[config.mk]
export PLATFORM = sky130hd
export DESIGN_NAME = sltr_regs
export DESIGN_NICKNAME = d
export VERILOG_FILES = /design/src/sltr_pkg.sv /design/src/sltr_regs.sv
export VERILOG_INCLUDE_DIRS = /design/src /design/src/src
export SDC_FILE = /design/constraint.sdc
export NUM_CORES = 1
export LEC_CHECK = 0
export ABC_AREA = 1
export BUFFER_PORTS_ARGS = -buffer_cell sky130_fd_sc_hd__buf_2
export CORE_UTILIZATION = 50
export CTS_BUF_LIST = sky130_fd_sc_hd__clkbuf_4 sky130_fd_sc_hd__clkbuf_8
export CTS_CLUSTER_SIZE = 40
export DETAILED_ROUTE_END_ITERATION = 8
export GPL_ROUTABILITY_DRIVEN = 1
export GPL_TIMING_DRIVEN = 0
export PLACE_DENSITY = 0.78
export SYNTH_ARGS = -nofsm -noshare
export SYNTH_HDL_FRONTEND = slang
export SYNTH_SLANG_ARGS = --single-unit
[constraint.sdc]
create_clock -name clk_sys_i -period 5.5 [get_ports clk_sys_i]
set_input_delay 0.55 -clock clk_sys_i [delete_from_list [all_inputs] [get_ports clk_sys_i]]
set_output_delay 0.55 -clock clk_sys_i [all_outputs]
set_load 0.02 [all_outputs]
[src/sltr_cfg.svh]
// constants for the switch link tuning register group
// assumes a dword-aligned configuration port on the core clock
`ifndef SLTR_CFG_SVH
`define SLTR_CFG_SVH
`define SLTR_OFS_TEST1 8'h6c
`define SLTR_OFS_TIMER 8'h70
`define SLTR_OFS_MODE 8'h74
`define SLTR_RST_TEST1 32'h04000800
`define SLTR_RST_TIMER 32'h80000000
`define SLTR_RST_MODE 32'h00000002
`define SLTR_WMASK_TIMER 32'h7fff1fff
`define SLTR_LMASK_TIMER 32'hffff7fff
`define SLTR_MASK_MODE 32'h0000003f
`define SLTR_B_REPLAY_LO 0
`define SLTR_B_REPLAY_EN 12
`define SLTR_B_ACK_LO 16
`define SLTR_B_ACK_EN 30
`define SLTR_B_VGA 31
`define SLTR_B_STORE_FWD 0
`define SLTR_B_CUT_LO 1
`define SLTR_B_ARB_MODE 3
`define SLTR_B_CREDIT_MODE 4
`define SLTR_B_EGRESS_ORD 5
`define SLTR_NUM_FC_TYPES 3
`endif

[src/sltr_pkg.sv]
// types for the switch link tuning register group
// assumes sltr_cfg.svh for all numeric constants
package sltr_pkg;
  typedef struct packed {
    logic req;
    logic wr;
    logic [7:0] addr;
    logic [3:0] be;
    logic [31:0] wdata;
  } sltr_cfg_req_type;
  typedef struct packed {
    logic load;
    logic [7:0] addr;
    logic [31:0] data;
  } sltr_dflt_load_type;
endpackage : sltr_pkg

[src/sltr_regs.sv]
// switch link tuning registers with the timer, forwarding, arbitration and credit logic
// assumes config requests and default loads come from logic on clk_sys_i
//
// Function
// - 12-bit user replay time-out, read-write, timer register low bits, resets zero.
// - replay override enable set selects user replay value; enable resets zero.
// - 14-bit user ack latency, read-write, timer upper half, resets zero.
// - ack override enable set selects user latency; enable resets zero.
// - read-only legacy video decode enable, resets one, enables decoding.
// - forwarding mode bit set is store-and-forward, clear (reset) cut-through.
// - slow-to-fast start at midpoint minus code cycles; field resets to 01b.
// - arbitration set holds pending port; clear moves to credited requesting port.
// - egress ordering mode set orders packets across different egress ports.
// - reset defaults replaceable by management bus or eeprom load.
// - 32-bit read-write test control word with fixed reset value.
`timescale 1ns/100ps
`default_nettype none
`include "sltr_cfg.svh"
module sltr_regs #(
  parameter int NPORT = 3,
  parameter int LW = 12
) (
  input wire logic clk_sys_i,
  input wire logic reset_i,
  input wire sltr_pkg::sltr_cfg_req_type cfg_i,
  input wire sltr_pkg::sltr_dflt_load_type dflt_i,
  output logic cfg_ack_o,
  output logic [31:0] cfg_rdata_o,
  input wire logic [11:0] replay_builtin_i,
  input wire logic [13:0] ack_default_i,
  output logic [11:0] replay_timeout_o,
  output logic [13:0] ack_latency_o,
  output logic vga_decode_o,
  output logic store_fwd_o,
  input wire logic [LW-1:0] pkt_len_i,
  output logic [LW-1:0] cut_start_o,
  input wire logic [NPORT-1:0] arb_req_i,
  input wire logic [NPORT-1:0] credit_ok_i,
  output logic arb_vld_o,
  output logic [$clog2(NPORT)-1:0] arb_port_o,
  input wire logic fc_update_i,
  output logic [`SLTR_NUM_FC_TYPES-1:0] fc_release_o,
  output logic egress_order_o
);
  import sltr_pkg::*;
  localparam int PW = $clog2(NPORT);

  if (NPORT < 2 || LW < 3) begin : g_chk
    $error("sltr_regs: NPORT must be at least 2 and LW at least 3");
  end

  // ----------------------------------------
  // register storage
  // ----------------------------------------
  logic [31:0] test1;
  logic [31:0] timer;
  logic [31:0] mode;
  logic [31:0] bmask;
  logic wr_test1;
  logic wr_timer;
  logic wr_mode;

  assign bmask = {{8{cfg_i.be[3]}}, {8{cfg_i.be[2]}}, {8{cfg_i.be[1]}}, {8{cfg_i.be[0]}}};
  assign wr_test1 = cfg_i.req && cfg_i.wr && cfg_i.addr == `SLTR_OFS_TEST1;
  assign wr_timer = cfg_i.req && cfg_i.wr && cfg_i.addr == `SLTR_OFS_TIMER;
  assign wr_mode = cfg_i.req && cfg_i.wr && cfg_i.addr == `SLTR_OFS_MODE;

  function automatic logic [31:0] merge(input logic [31:0] old, input logic [31:0] nv,
                                        input logic [31:0] m);
    merge = (old & ~m) | (nv & m);
  endfunction : merge

  // default load takes priority over software so a late eeprom image still lands
  always_ff @(posedge clk_sys_i or posedge reset_i) begin
    if (reset_i) begin
      test1 <= `SLTR_RST_TEST1;
    end else if (dflt_i.load && dflt_i.addr == `SLTR_OFS_TEST1) begin
      test1 <= dflt_i.data;
    end else if (wr_test1) begin
      test1 <= merge(test1, cfg_i.wdata, bmask);
    end
  end

  always_ff @(posedge clk_sys_i or posedge reset_i) begin
    if (reset_i) begin
      timer <= `SLTR_RST_TIMER;
    end else if (dflt_i.load && dflt_i.addr == `SLTR_OFS_TIMER) begin
      timer <= dflt_i.data & `SLTR_LMASK_TIMER;
    end else if (wr_timer) begin
      // read-only bits such as video decode keep their loaded value
      timer <= merge(timer, cfg_i.wdata, bmask & `SLTR_WMASK_TIMER);
    end
  end

  always_ff @(posedge clk_sys_i or posedge reset_i) begin
    if (reset_i) begin
      mode <= `SLTR_RST_MODE;
    end else if (dflt_i.load && dflt_i.addr == `SLTR_OFS_MODE) begin
      mode <= dflt_i.data & `SLTR_MASK_MODE;
    end else if (wr_mode) begin
      mode <= merge(mode, cfg_i.wdata, bmask & `SLTR_MASK_MODE);
    end
  end

  // ----------------------------------------
  // read port
  // ----------------------------------------
  always_ff @(posedge clk_sys_i or posedge reset_i) begin
    if (reset_i) begin
      cfg_ack_o <= 1'b0;
      cfg_rdata_o <= 32'h00000000;
    end else begin
      cfg_ack_o <= cfg_i.req;
      if (cfg_i.req && !cfg_i.wr) begin
        case (cfg_i.addr)
          `SLTR_OFS_TEST1: cfg_rdata_o <= test1;
          `SLTR_OFS_TIMER: cfg_rdata_o <= timer;
          `SLTR_OFS_MODE: cfg_rdata_o <= mode;
          default: cfg_rdata_o <= 32'h00000000;
        endcase
      end
    end
  end

  // ----------------------------------------
  // timer and forwarding selection
  // ----------------------------------------
  logic [LW-1:0] half_len;
  logic [LW-1:0] cut_back;
  assign half_len = pkt_len_i >> 1;
  assign cut_back = LW'(mode[`SLTR_B_CUT_LO +: 2]);

  always_ff @(posedge clk_sys_i or posedge reset_i) begin
    if (reset_i) begin
      replay_timeout_o <= 12'h000;
      ack_latency_o <= 14'h0000;
      vga_decode_o <= 1'b0;
      store_fwd_o <= 1'b0;
      cut_start_o <= '0;
      egress_order_o <= 1'b0;
    end else begin
      replay_timeout_o <= timer[`SLTR_B_REPLAY_EN] ? timer[`SLTR_B_REPLAY_LO +: 12]
                                                   : replay_builtin_i;
      ack_latency_o <= timer[`SLTR_B_ACK_EN] ? timer[`SLTR_B_ACK_LO +: 14]
                                             : ack_default_i;
      vga_decode_o <= timer[`SLTR_B_VGA];
      store_fwd_o <= mode[`SLTR_B_STORE_FWD];
      // saturate so a short packet never wraps to a late start
      cut_start_o <= (half_len > cut_back) ? half_len - cut_back : '0;
      egress_order_o <= mode[`SLTR_B_EGRESS_ORD];
    end
  end

  // ----------------------------------------
  // round-robin port arbitration
  // ----------------------------------------
  logic [NPORT-1:0] elig;
  logic [PW-1:0] next_port;
  logic next_found;
  logic hold;

  assign elig = mode[`SLTR_B_ARB_MODE] ? arb_req_i : (arb_req_i & credit_ok_i);
  assign hold = arb_vld_o && elig[arb_port_o];

  always_comb begin
    int idx;
    next_port = arb_port_o;
    next_found = 1'b0;
    idx = 0;
    for (int i = NPORT; i >= 1; i--) begin
      idx = (int'(arb_port_o) + i) % NPORT;
      if (elig[idx]) begin
        next_port = PW'(idx);
        next_found = 1'b1;
      end
    end
  end

  always_ff @(posedge clk_sys_i or posedge reset_i) begin
    if (reset_i) begin
      arb_vld_o <= 1'b0;
      arb_port_o <= '0;
    end else if (hold) begin
      arb_vld_o <= 1'b1;
    end else begin
      arb_vld_o <= next_found;
      arb_port_o <= next_port;
    end
  end

  // ----------------------------------------
  // credit release pacing
  // ----------------------------------------
  logic [1:0] fc_type;
  always_ff @(posedge clk_sys_i or posedge reset_i) begin
    if (reset_i) begin
      fc_type <= 2'h0;
      fc_release_o <= '0;
    end else if (!fc_update_i) begin
      fc_release_o <= '0;
    end else if (mode[`SLTR_B_CREDIT_MODE]) begin
      fc_release_o <= '1;
    end else begin
      fc_release_o <= `SLTR_NUM_FC_TYPES'(1) << fc_type;
      fc_type <= (fc_type == 2'(`SLTR_NUM_FC_TYPES - 1)) ? 2'h0 : fc_type + 2'h1;
    end
  end

  // ----------------------------------------
  // checks
  // ----------------------------------------
  a_replay_user_sel: assert property (@(posedge clk_sys_i) disable iff (reset_i)
    timer[`SLTR_B_REPLAY_EN] |=> replay_timeout_o == $past(timer[11:0]))
    else $error("replay time-out not user value");
  a_replay_builtin: assert property (@(posedge clk_sys_i) disable iff (reset_i)
    !timer[`SLTR_B_REPLAY_EN] |=> replay_timeout_o == $past(replay_builtin_i))
    else $error("replay time-out not built-in value");
  a_ack_user_sel: assert property (@(posedge clk_sys_i) disable iff (reset_i)
    timer[`SLTR_B_ACK_EN] |=> ack_latency_o == $past(timer[29:16]))
    else $error("ack latency not user value");
  a_vga_read_only: assert property (@(posedge clk_sys_i) disable iff (reset_i)
    wr_timer && !dflt_i.load |=> $stable(timer[`SLTR_B_VGA]))
    else $error("video decode bit changed by write");
  a_store_fwd_bit: assert property (@(posedge clk_sys_i) disable iff (reset_i)
    wr_mode && !dflt_i.load && cfg_i.be[0] |=> ##1 store_fwd_o == $past(cfg_i.wdata[0], 2))
    else $error("forwarding mode not applied");
  a_cut_start_val: assert property (@(posedge clk_sys_i) disable iff (reset_i)
    !$past(reset_i) && $past(half_len) > 3 |-> cut_start_o == $past(half_len) - $past(cut_back))
    else $error("cut-through start wrong");
  a_arb_hold_port: assert property (@(posedge clk_sys_i) disable iff (reset_i)
    arb_vld_o && mode[`SLTR_B_ARB_MODE] && arb_req_i[arb_port_o] |=> $stable(arb_port_o))
    else $error("arbiter left pending port");
  a_arb_credit_ok: assert property (@(posedge clk_sys_i) disable iff (reset_i)
    !mode[`SLTR_B_ARB_MODE] && !hold && next_found |=> arb_vld_o &&
      $past(credit_ok_i[next_port]))
    else $error("arbiter chose port without credit");
  a_credit_all_types: assert property (@(posedge clk_sys_i) disable iff (reset_i)
    fc_update_i && mode[`SLTR_B_CREDIT_MODE] |=> fc_release_o == '1)
    else $error("credit not released for all types");
  a_credit_one_type: assert property (@(posedge clk_sys_i) disable iff (reset_i)
    fc_update_i && !mode[`SLTR_B_CREDIT_MODE] |=> $onehot(fc_release_o))
    else $error("credit release not per type");
  a_test_word_rst: assert property (@(posedge clk_sys_i)
    $fell(reset_i) |-> test1 == `SLTR_RST_TEST1)
    else $error("test word reset value wrong");
endmodule : sltr_regs
`default_nettype wire

==> out/summary.txt, run 1 <==
Worst-Margin Slew: 0.604 ns
Clk_lat worst skew: 0.46 ns
Pre-CTS WS: 2.93 ns
Worst-path cell chain: ha_1 > inv_1 > fa_1 > inv_1 > nand2_1 > nor2_1 > a31oi_1 > nor2_1 > nor3_1
Power, Total: 2.71 mW
GR Util All Layers: 0.278
Asr flop ratio synth: 1.00
Top-Level Pins: 214
Critical Path Slowest Stage Cell: dfstp_2
Final net count: 1358
Max Fclk: 407 MHz
Worst-path clk slew: 0.08 ns
Hold WC Path Type: input port to async pin
Sequential element share of the synthesized area: 0.502
Leakage: 5.19 nW
Synthesized flop and latch total: 151
Final hold violations: 0
Yosys warns: 0
Synthesized area per cell: 7.61 µm²
Crit path launch type: flop
Crit path DAT: 2.77 ns
Core region area: 14600 µm²
Grt total ovfl: 0
Clock buffer count from CTS: 17
Min Tclk post-route: 2.46 ns
Cell area after layout: 9250 µm²
Cells after synthesis: 991
Synth unique cells: 38
Pre-Repair DR Iteration Count: 7
Top FF cell, synth: dfrtp_1
Number of global-route vias before repair: 6966
Largest fanout on the critical path: 8
Full die area: 15600 µm²
Final Worst Setup Slack: 3.04 ns
Final Non-Filler Cells: 1417
Post-Place Cell Area: 8840 µm²
CP endpoint kind: flop
Detailed-route DRC error count: 30
IO buf count: 208
Failing checks: design-rule violations
Root buffer cell: clkbuf_8
Chip width: 125 µm
Crit share post-route: 0.447
Routed vias: 7202
RSZ-0062 raised after global routing: false
EDFF count, synth: 0
Post_cts resized: 0
Detail Placement HPWL: 14900 µm
VDD IR max: 245 µV
CTS Sinks: 151
Slew Limit Fails: 0
Syn nets: 1130
Kind of critical path: flop to flop
Area grow syn2layout: 22.7%
DR vias/cell: 5.08
Initial antenna violation count: 5
Required @ worst endpoint: 5.81 ns
Max-cap violations: 0
Finish-stage setup viols: 0
TritonCTS clock tree: built
RePlAce Congestion: 0.884
Pin count of the biggest net entering global routing: 95
Pwr Density: 293 nW/µm²
Clock skew: 0.0118 ns
Placed Cells: 1384
Final setup TNS: 0 ns
CTS Buffer Depth: 2
Final WL: 20300 µm
Worst path max stage delay: 0.58 ns
Post-Syn Area: 7540 µm²
Post-DRT Antenna Nets: 0
Number of setup buffers added after CTS: 0
Routed wire length per instance: 14.3 µm
Starting DRT DRC Count: 515
Hold Slack: 0.150 ns
FILL cells: 1322
Max-slew headroom: 0.597
H-tree depth: 4
Share of cells above drive strength 1: 0.236
Row count: 44
Global-route wire length before repair: 33700 µm
CTS Hold Bufs: 0
Post-layout util: 0.632
Die height: 125 µm
Initial Util: 0.515
Status: finished, violations left
-- where the power goes --
| group | internal (mW) | switching, mW |
|---|---|---|
| clock | 0.456 | 0.425 |
| sequential | 1.22 | 0.0410 |
| combinational | 0.197 | 0.369 |
-- path summary, 6_finish.rpt --
| check | from | endpoint | slack, ns | cells past startpoint |
|---|---|---|---|---|
| setup / recovery | mode[1]$_DFFE_PP1P_ | cut_start_o[9]$_DFF_PP0_ | 3.04 | 9 |
| setup reg to reg | mode[1]$_DFFE_PP1P_ | cut_start_o[9]$_DFF_PP0_ | 3.04 | 9 |
| max in group asynchronous | reset_i | test1[11]$_DFFE_PP1P_ | 4.50 | 3 |
| hold / removal | reset_i | cut_start_o[9]$_DFF_PP0_ | 0.15 | 2 |
| hold reg to reg | mode[0]$_DFFE_PP0P_ | store_fwd_o$_DFF_PP0_ | 0.42 | 0 |
| min in group clk_sys_i | cfg_i[45] | cfg_ack_o$_DFF_PP0_ | 0.26 | 1 |
-- critical path, delay by kind of cell (launching register included) --
family	cells	cell delay, ns
flip-flops	1	0.58
AND/OR/NAND/NOR	4	0.93
buffers and inverters	2	0.13
adder cells (fa/ha/maj)	2	0.53
AO/OA/AOI/OAI	1	0.13
-- cells in the mapped netlist, drive strengths merged, types with 2 or more instances --
cell type	n	share of area
nand4	4	0.0041
dfstp	4	0.014
o211ai	14	0.014
buf	18	0.017
nor4	2	0.0025
nand2	351	0.18
a21oi	7	0.0046
a31oi	3	0.0025
dfrtp	147	0.49
xor2	2	0.0023
clkbuf	23	0.011
nor3	8	0.0073
o22ai	22	0.018
o21ai	145	0.096
nand3	40	0.027
nor2	37	0.020
ha	4	0.0066
inv	152	0.076
-- area by class of cell --
type	count	area, µm²	area share
buffer	41	215	0.0233
antenna	2	5.00	0.000541
timing repair buffer	209	1070	0.115
multi-input combinational	647	2970	0.321
inverter	152	576	0.0622
tap	184	230	0.0249
sequential	151	3780	0.409
clock buffer	19	249	0.0269
clock inverter	12	154	0.0166
-- state kept, by name (all words and copies together) (netlist names), 3 cells and up --
name,cells
timer,31
cut_start_o,12
ack_latency_o,14
cfg_rdata_o,32
test1,32
mode,6
fc_release_o,3
replay_timeout_o,12
-- cells by family (layout without fill, tap and decap cells) --
logic type / after synthesis / in the layout / synth area share
AO/OA/AOI/OAI: 194 / 194 / 0.139
buffers and inverters: 193 / 433 / 0.104
flip-flops: 151 / 151 / 0.502
other: 0 / 2 / 0
AND/OR/NAND/NOR: 444 / 444 / 0.241
multiplexers: 1 / 1 / 0.00149
adder cells (fa/ha/maj): 5 / 5 / 0.00929
XOR/XNOR: 3 / 3 / 0.00349
-- cell usage in the layout, fill, tap and decap left out, types with 8 or more instances in the layout --
master / Yosys / routed
o21ai_0: 38 / 38
nand2_1: 344 / 344
o22ai_1: 22 / 22
o211ai_1: 14 / 14
clkbuf_1: 23 / 23
inv_1: 143 / 142
buf_4: 8 / 8
clkbuf_8: 0 / 17
nand3_1: 39 / 39
buf_2: 7 / 215
dfrtp_1: 147 / 147
inv_2: 9 / 9
o21ai_1: 107 / 107
nor2_1: 33 / 33
-- routing by layer --
layer	part of all wire	GRT usage	vias up
li1	-	-	3582
met1	0.42	0.346	3306
met2	0.48	0.463	274
met3	0.078	0.0717	36
met4	0.022	0.108	4
met5	0.0014	0	-
No activity file was read; power rests on OpenSTA's default activity.
==> inputs of run 2 (changes only) <==
- clock period: 5.5 -> 2.3 ns (I/O delays scaled with it)
==> out/summary.txt, run 2 (synthesized netlist as in run 1, its figures left out) <==
Status: finished, violations left
Failing checks: design-rule violations
Clock buffer count from CTS: 17
M1 GR Usage: 0.353
VDD IR max: 610 µV
DR vias/cell: 5.04
Routed wire length per instance: 14.8 µm
CP endpoint kind: flop
Pwr Density: 694 nW/µm²
Area grow syn2layout: 28.0%
RSZ-0062 raised after global routing: false
Starting DRT DRC Count: 563
Met2 GRT Util: 0.496
Worst R2R Start: mode[1]$_DFFE_PP1P_
Chip width: 125 µm
Max Fclk: 466 MHz
Slew Limit Fails: 0
Detailed-route DRC error count: 32
R2R cell count: 10
Core region area: 14600 µm²
TritonCTS clock tree: built
Clock skew: 0.00605 ns
Worst R2R Setup Slack: 0.15 ns
Worst-path cell chain: ha_1 > inv_1 > fa_1 > inv_1 > nand2_1 > nor2_2 > a31oi_1 > nor2_2 > buf_4 > nor3_1
Post-DRT Antenna Nets: 0
Detail Placement HPWL: 15500 µm
Commonest non-fill, non-tap cells in the layout: 344 x nand2_1, 215 x buf_2, 147 x dfrtp_1
Worst-path clk slew: 0.08 ns
FILL cells: 1286
Clk_lat worst skew: 0.47 ns
Crit path launch type: flop
Die height: 125 µm
Leakage: 5.37 nW
GR Util All Layers: 0.287
GR peak layer: met2
Finish-stage setup viols: 0
Crit path DAT: 2.49 ns
Worst path max stage delay: 0.57 ns
Global-route wire length before repair: 34900 µm
Kind of critical path: flop to flop
Required @ worst endpoint: 2.65 ns
Hold_sp: fc_update_i
Top-Level Pins: 214
Power, Total: 6.69 mW
Pre-CTS WS: -0.117 ns
Worst-Margin Slew: 0.778 ns
Crit share post-route: 0.933
Number of global-route vias before repair: 7258
CTS Sinks: 151
Commonest non-fill, non-tap cell in the layout: nand2_1
Hold WC Path Type: input port to flop
Initial Util: 0.515
Post-layout util: 0.659
Row count: 44
Max-cap violations: 0
Final Worst Setup Slack: 0.153 ns
Max-slew headroom: 0.481
Pin count of the biggest net entering global routing: 43
Largest fanout on the critical path: 8
Routed vias: 7306
Pre-Repair DR Iteration Count: 8
Grt total ovfl: 0
IO buf count: 208
Final WL: 21400 µm
Biggest regs: cfg_rdata_o: 32 flops, test1: 32 flops, timer: 31 flops
Initial antenna violation count: 2
Final net count: 1393
RePlAce Congestion: 0.856
R2R Path End: cut_start_o[9]$_DFF_PP0_
Share of cells above drive strength 1: 0.234
Hold path cells: 3
Final hold violations: 0
H-tree depth: 4
Critical Path Slowest Stage Cell: dfstp_2
Root buffer cell: clkbuf_8
Full die area: 15600 µm²
CTS Buffer Depth: 2
Min Tclk post-route: 2.15 ns
M3 GR Usage: 0.0687
Hold endpoint: fc_release_o[1]$_DFF_PP0_
[run 2: cell types whose count changed in the layout (fill, tap and decap cells not counted), moves of 2 or more]
cell	previous run	this run
inv_6	2	0
dlygate4sd3_1	0	32
nor2_2	3	5
clkinv_4	2	0
clkbuf_8	17	20
buf_12	0	3
nor2_1	33	31
[run 2: how the worst max path moves through the flow]
stage	from	end	slack [ns]
6_report	mode[1]$_DFFE_PP1P_	cut_start_o[9]$_DFF_PP0_	0.15
3_3_place_gp	reset_i	replay_timeout_o[9]$_DFF_PP0_	-0.79
4_1_cts	mode[1]$_DFFE_PP1P_	cut_start_o[9]$_DFF_PP0_	0.03
5_1_grt	mode[1]$_DFFE_PP1P_	cut_start_o[9]$_DFF_PP0_	0.04
3_5_place_dp	mode[1]$_DFFE_PP1P_	cut_start_o[9]$_DFF_PP0_	-0.12
2_1_floorplan	reset_i	ack_latency_o[0]$_DFF_PP0_	0.17
[run 2: report_power, final]
group / internal [mW] / leakage (nW) / switching [mW]
Clock: 1.28 / 0.225 / 0.980
Combinational: 0.512 / 3.44 / 0.897
Sequential: 2.92 / 1.70 / 0.106
[run 2: timing repair]
action | in CTS | in global routing
hold buffers | 32 | 0
setup endpoints to repair | 8 | 8
cloned | 0 | 0
endpoints found under the hold margin | 61 | 0
pin swaps | 0 | 1
buffers inserted | 0 | 1
resized for setup | 1 | 1
[run 2: final cells by class]
type,count,area [µm²],area share
sequential,151,3780,0.392
multi-input combinational,647,2980,0.308
timing repair buffer,244,1430,0.148
inverter,152,574,0.0595
clock buffer,22,290,0.0301
tap,184,230,0.0239
buffer,41,215,0.0223
clock inverter,9,148,0.0153
antenna,1,2.50,0.000259
[run 2: per-layer routing]
layer | up-vias | share of wire
met1 | 3351 | 0.41
li1 | 3635 | -
met3 | 36 | 0.075
met5 | - | 0.00051
met2 | 282 | 0.49
met4 | 2 | 0.020
[run 2: worst max-delay path: cells and delay by family (launching register included)]
kind / cells / cell delay, ns
AOI/OAI and AO/OA: 1 / 0.14
adders and majority gates: 2 / 0.53
buffers and inverters: 3 / 0.30
DFF: 1 / 0.57
and+or+nand+nor: 4 / 0.50
[run 2: through the flow]
| stage | hold WS, ns | area (µm²) | TNS (ns) | cells |
|---|---|---|---|---|
| 3_5_place_dp | 0.375 | 8870 | -0.551 | 1386 |
| 6_report | 0.0322 | 9650 | 0 | 1451 |
| 5_1_grt | 0.0298 | 9650 | 0 | 1451 |
| 3_3_place_gp | 0.375 | 8810 | -115.74 | 1383 |
| 2_1_floorplan | 0.261 | 7540 | 0 | 991 |
| 4_1_cts | 0.0226 | 9640 | 0 | 1449 |
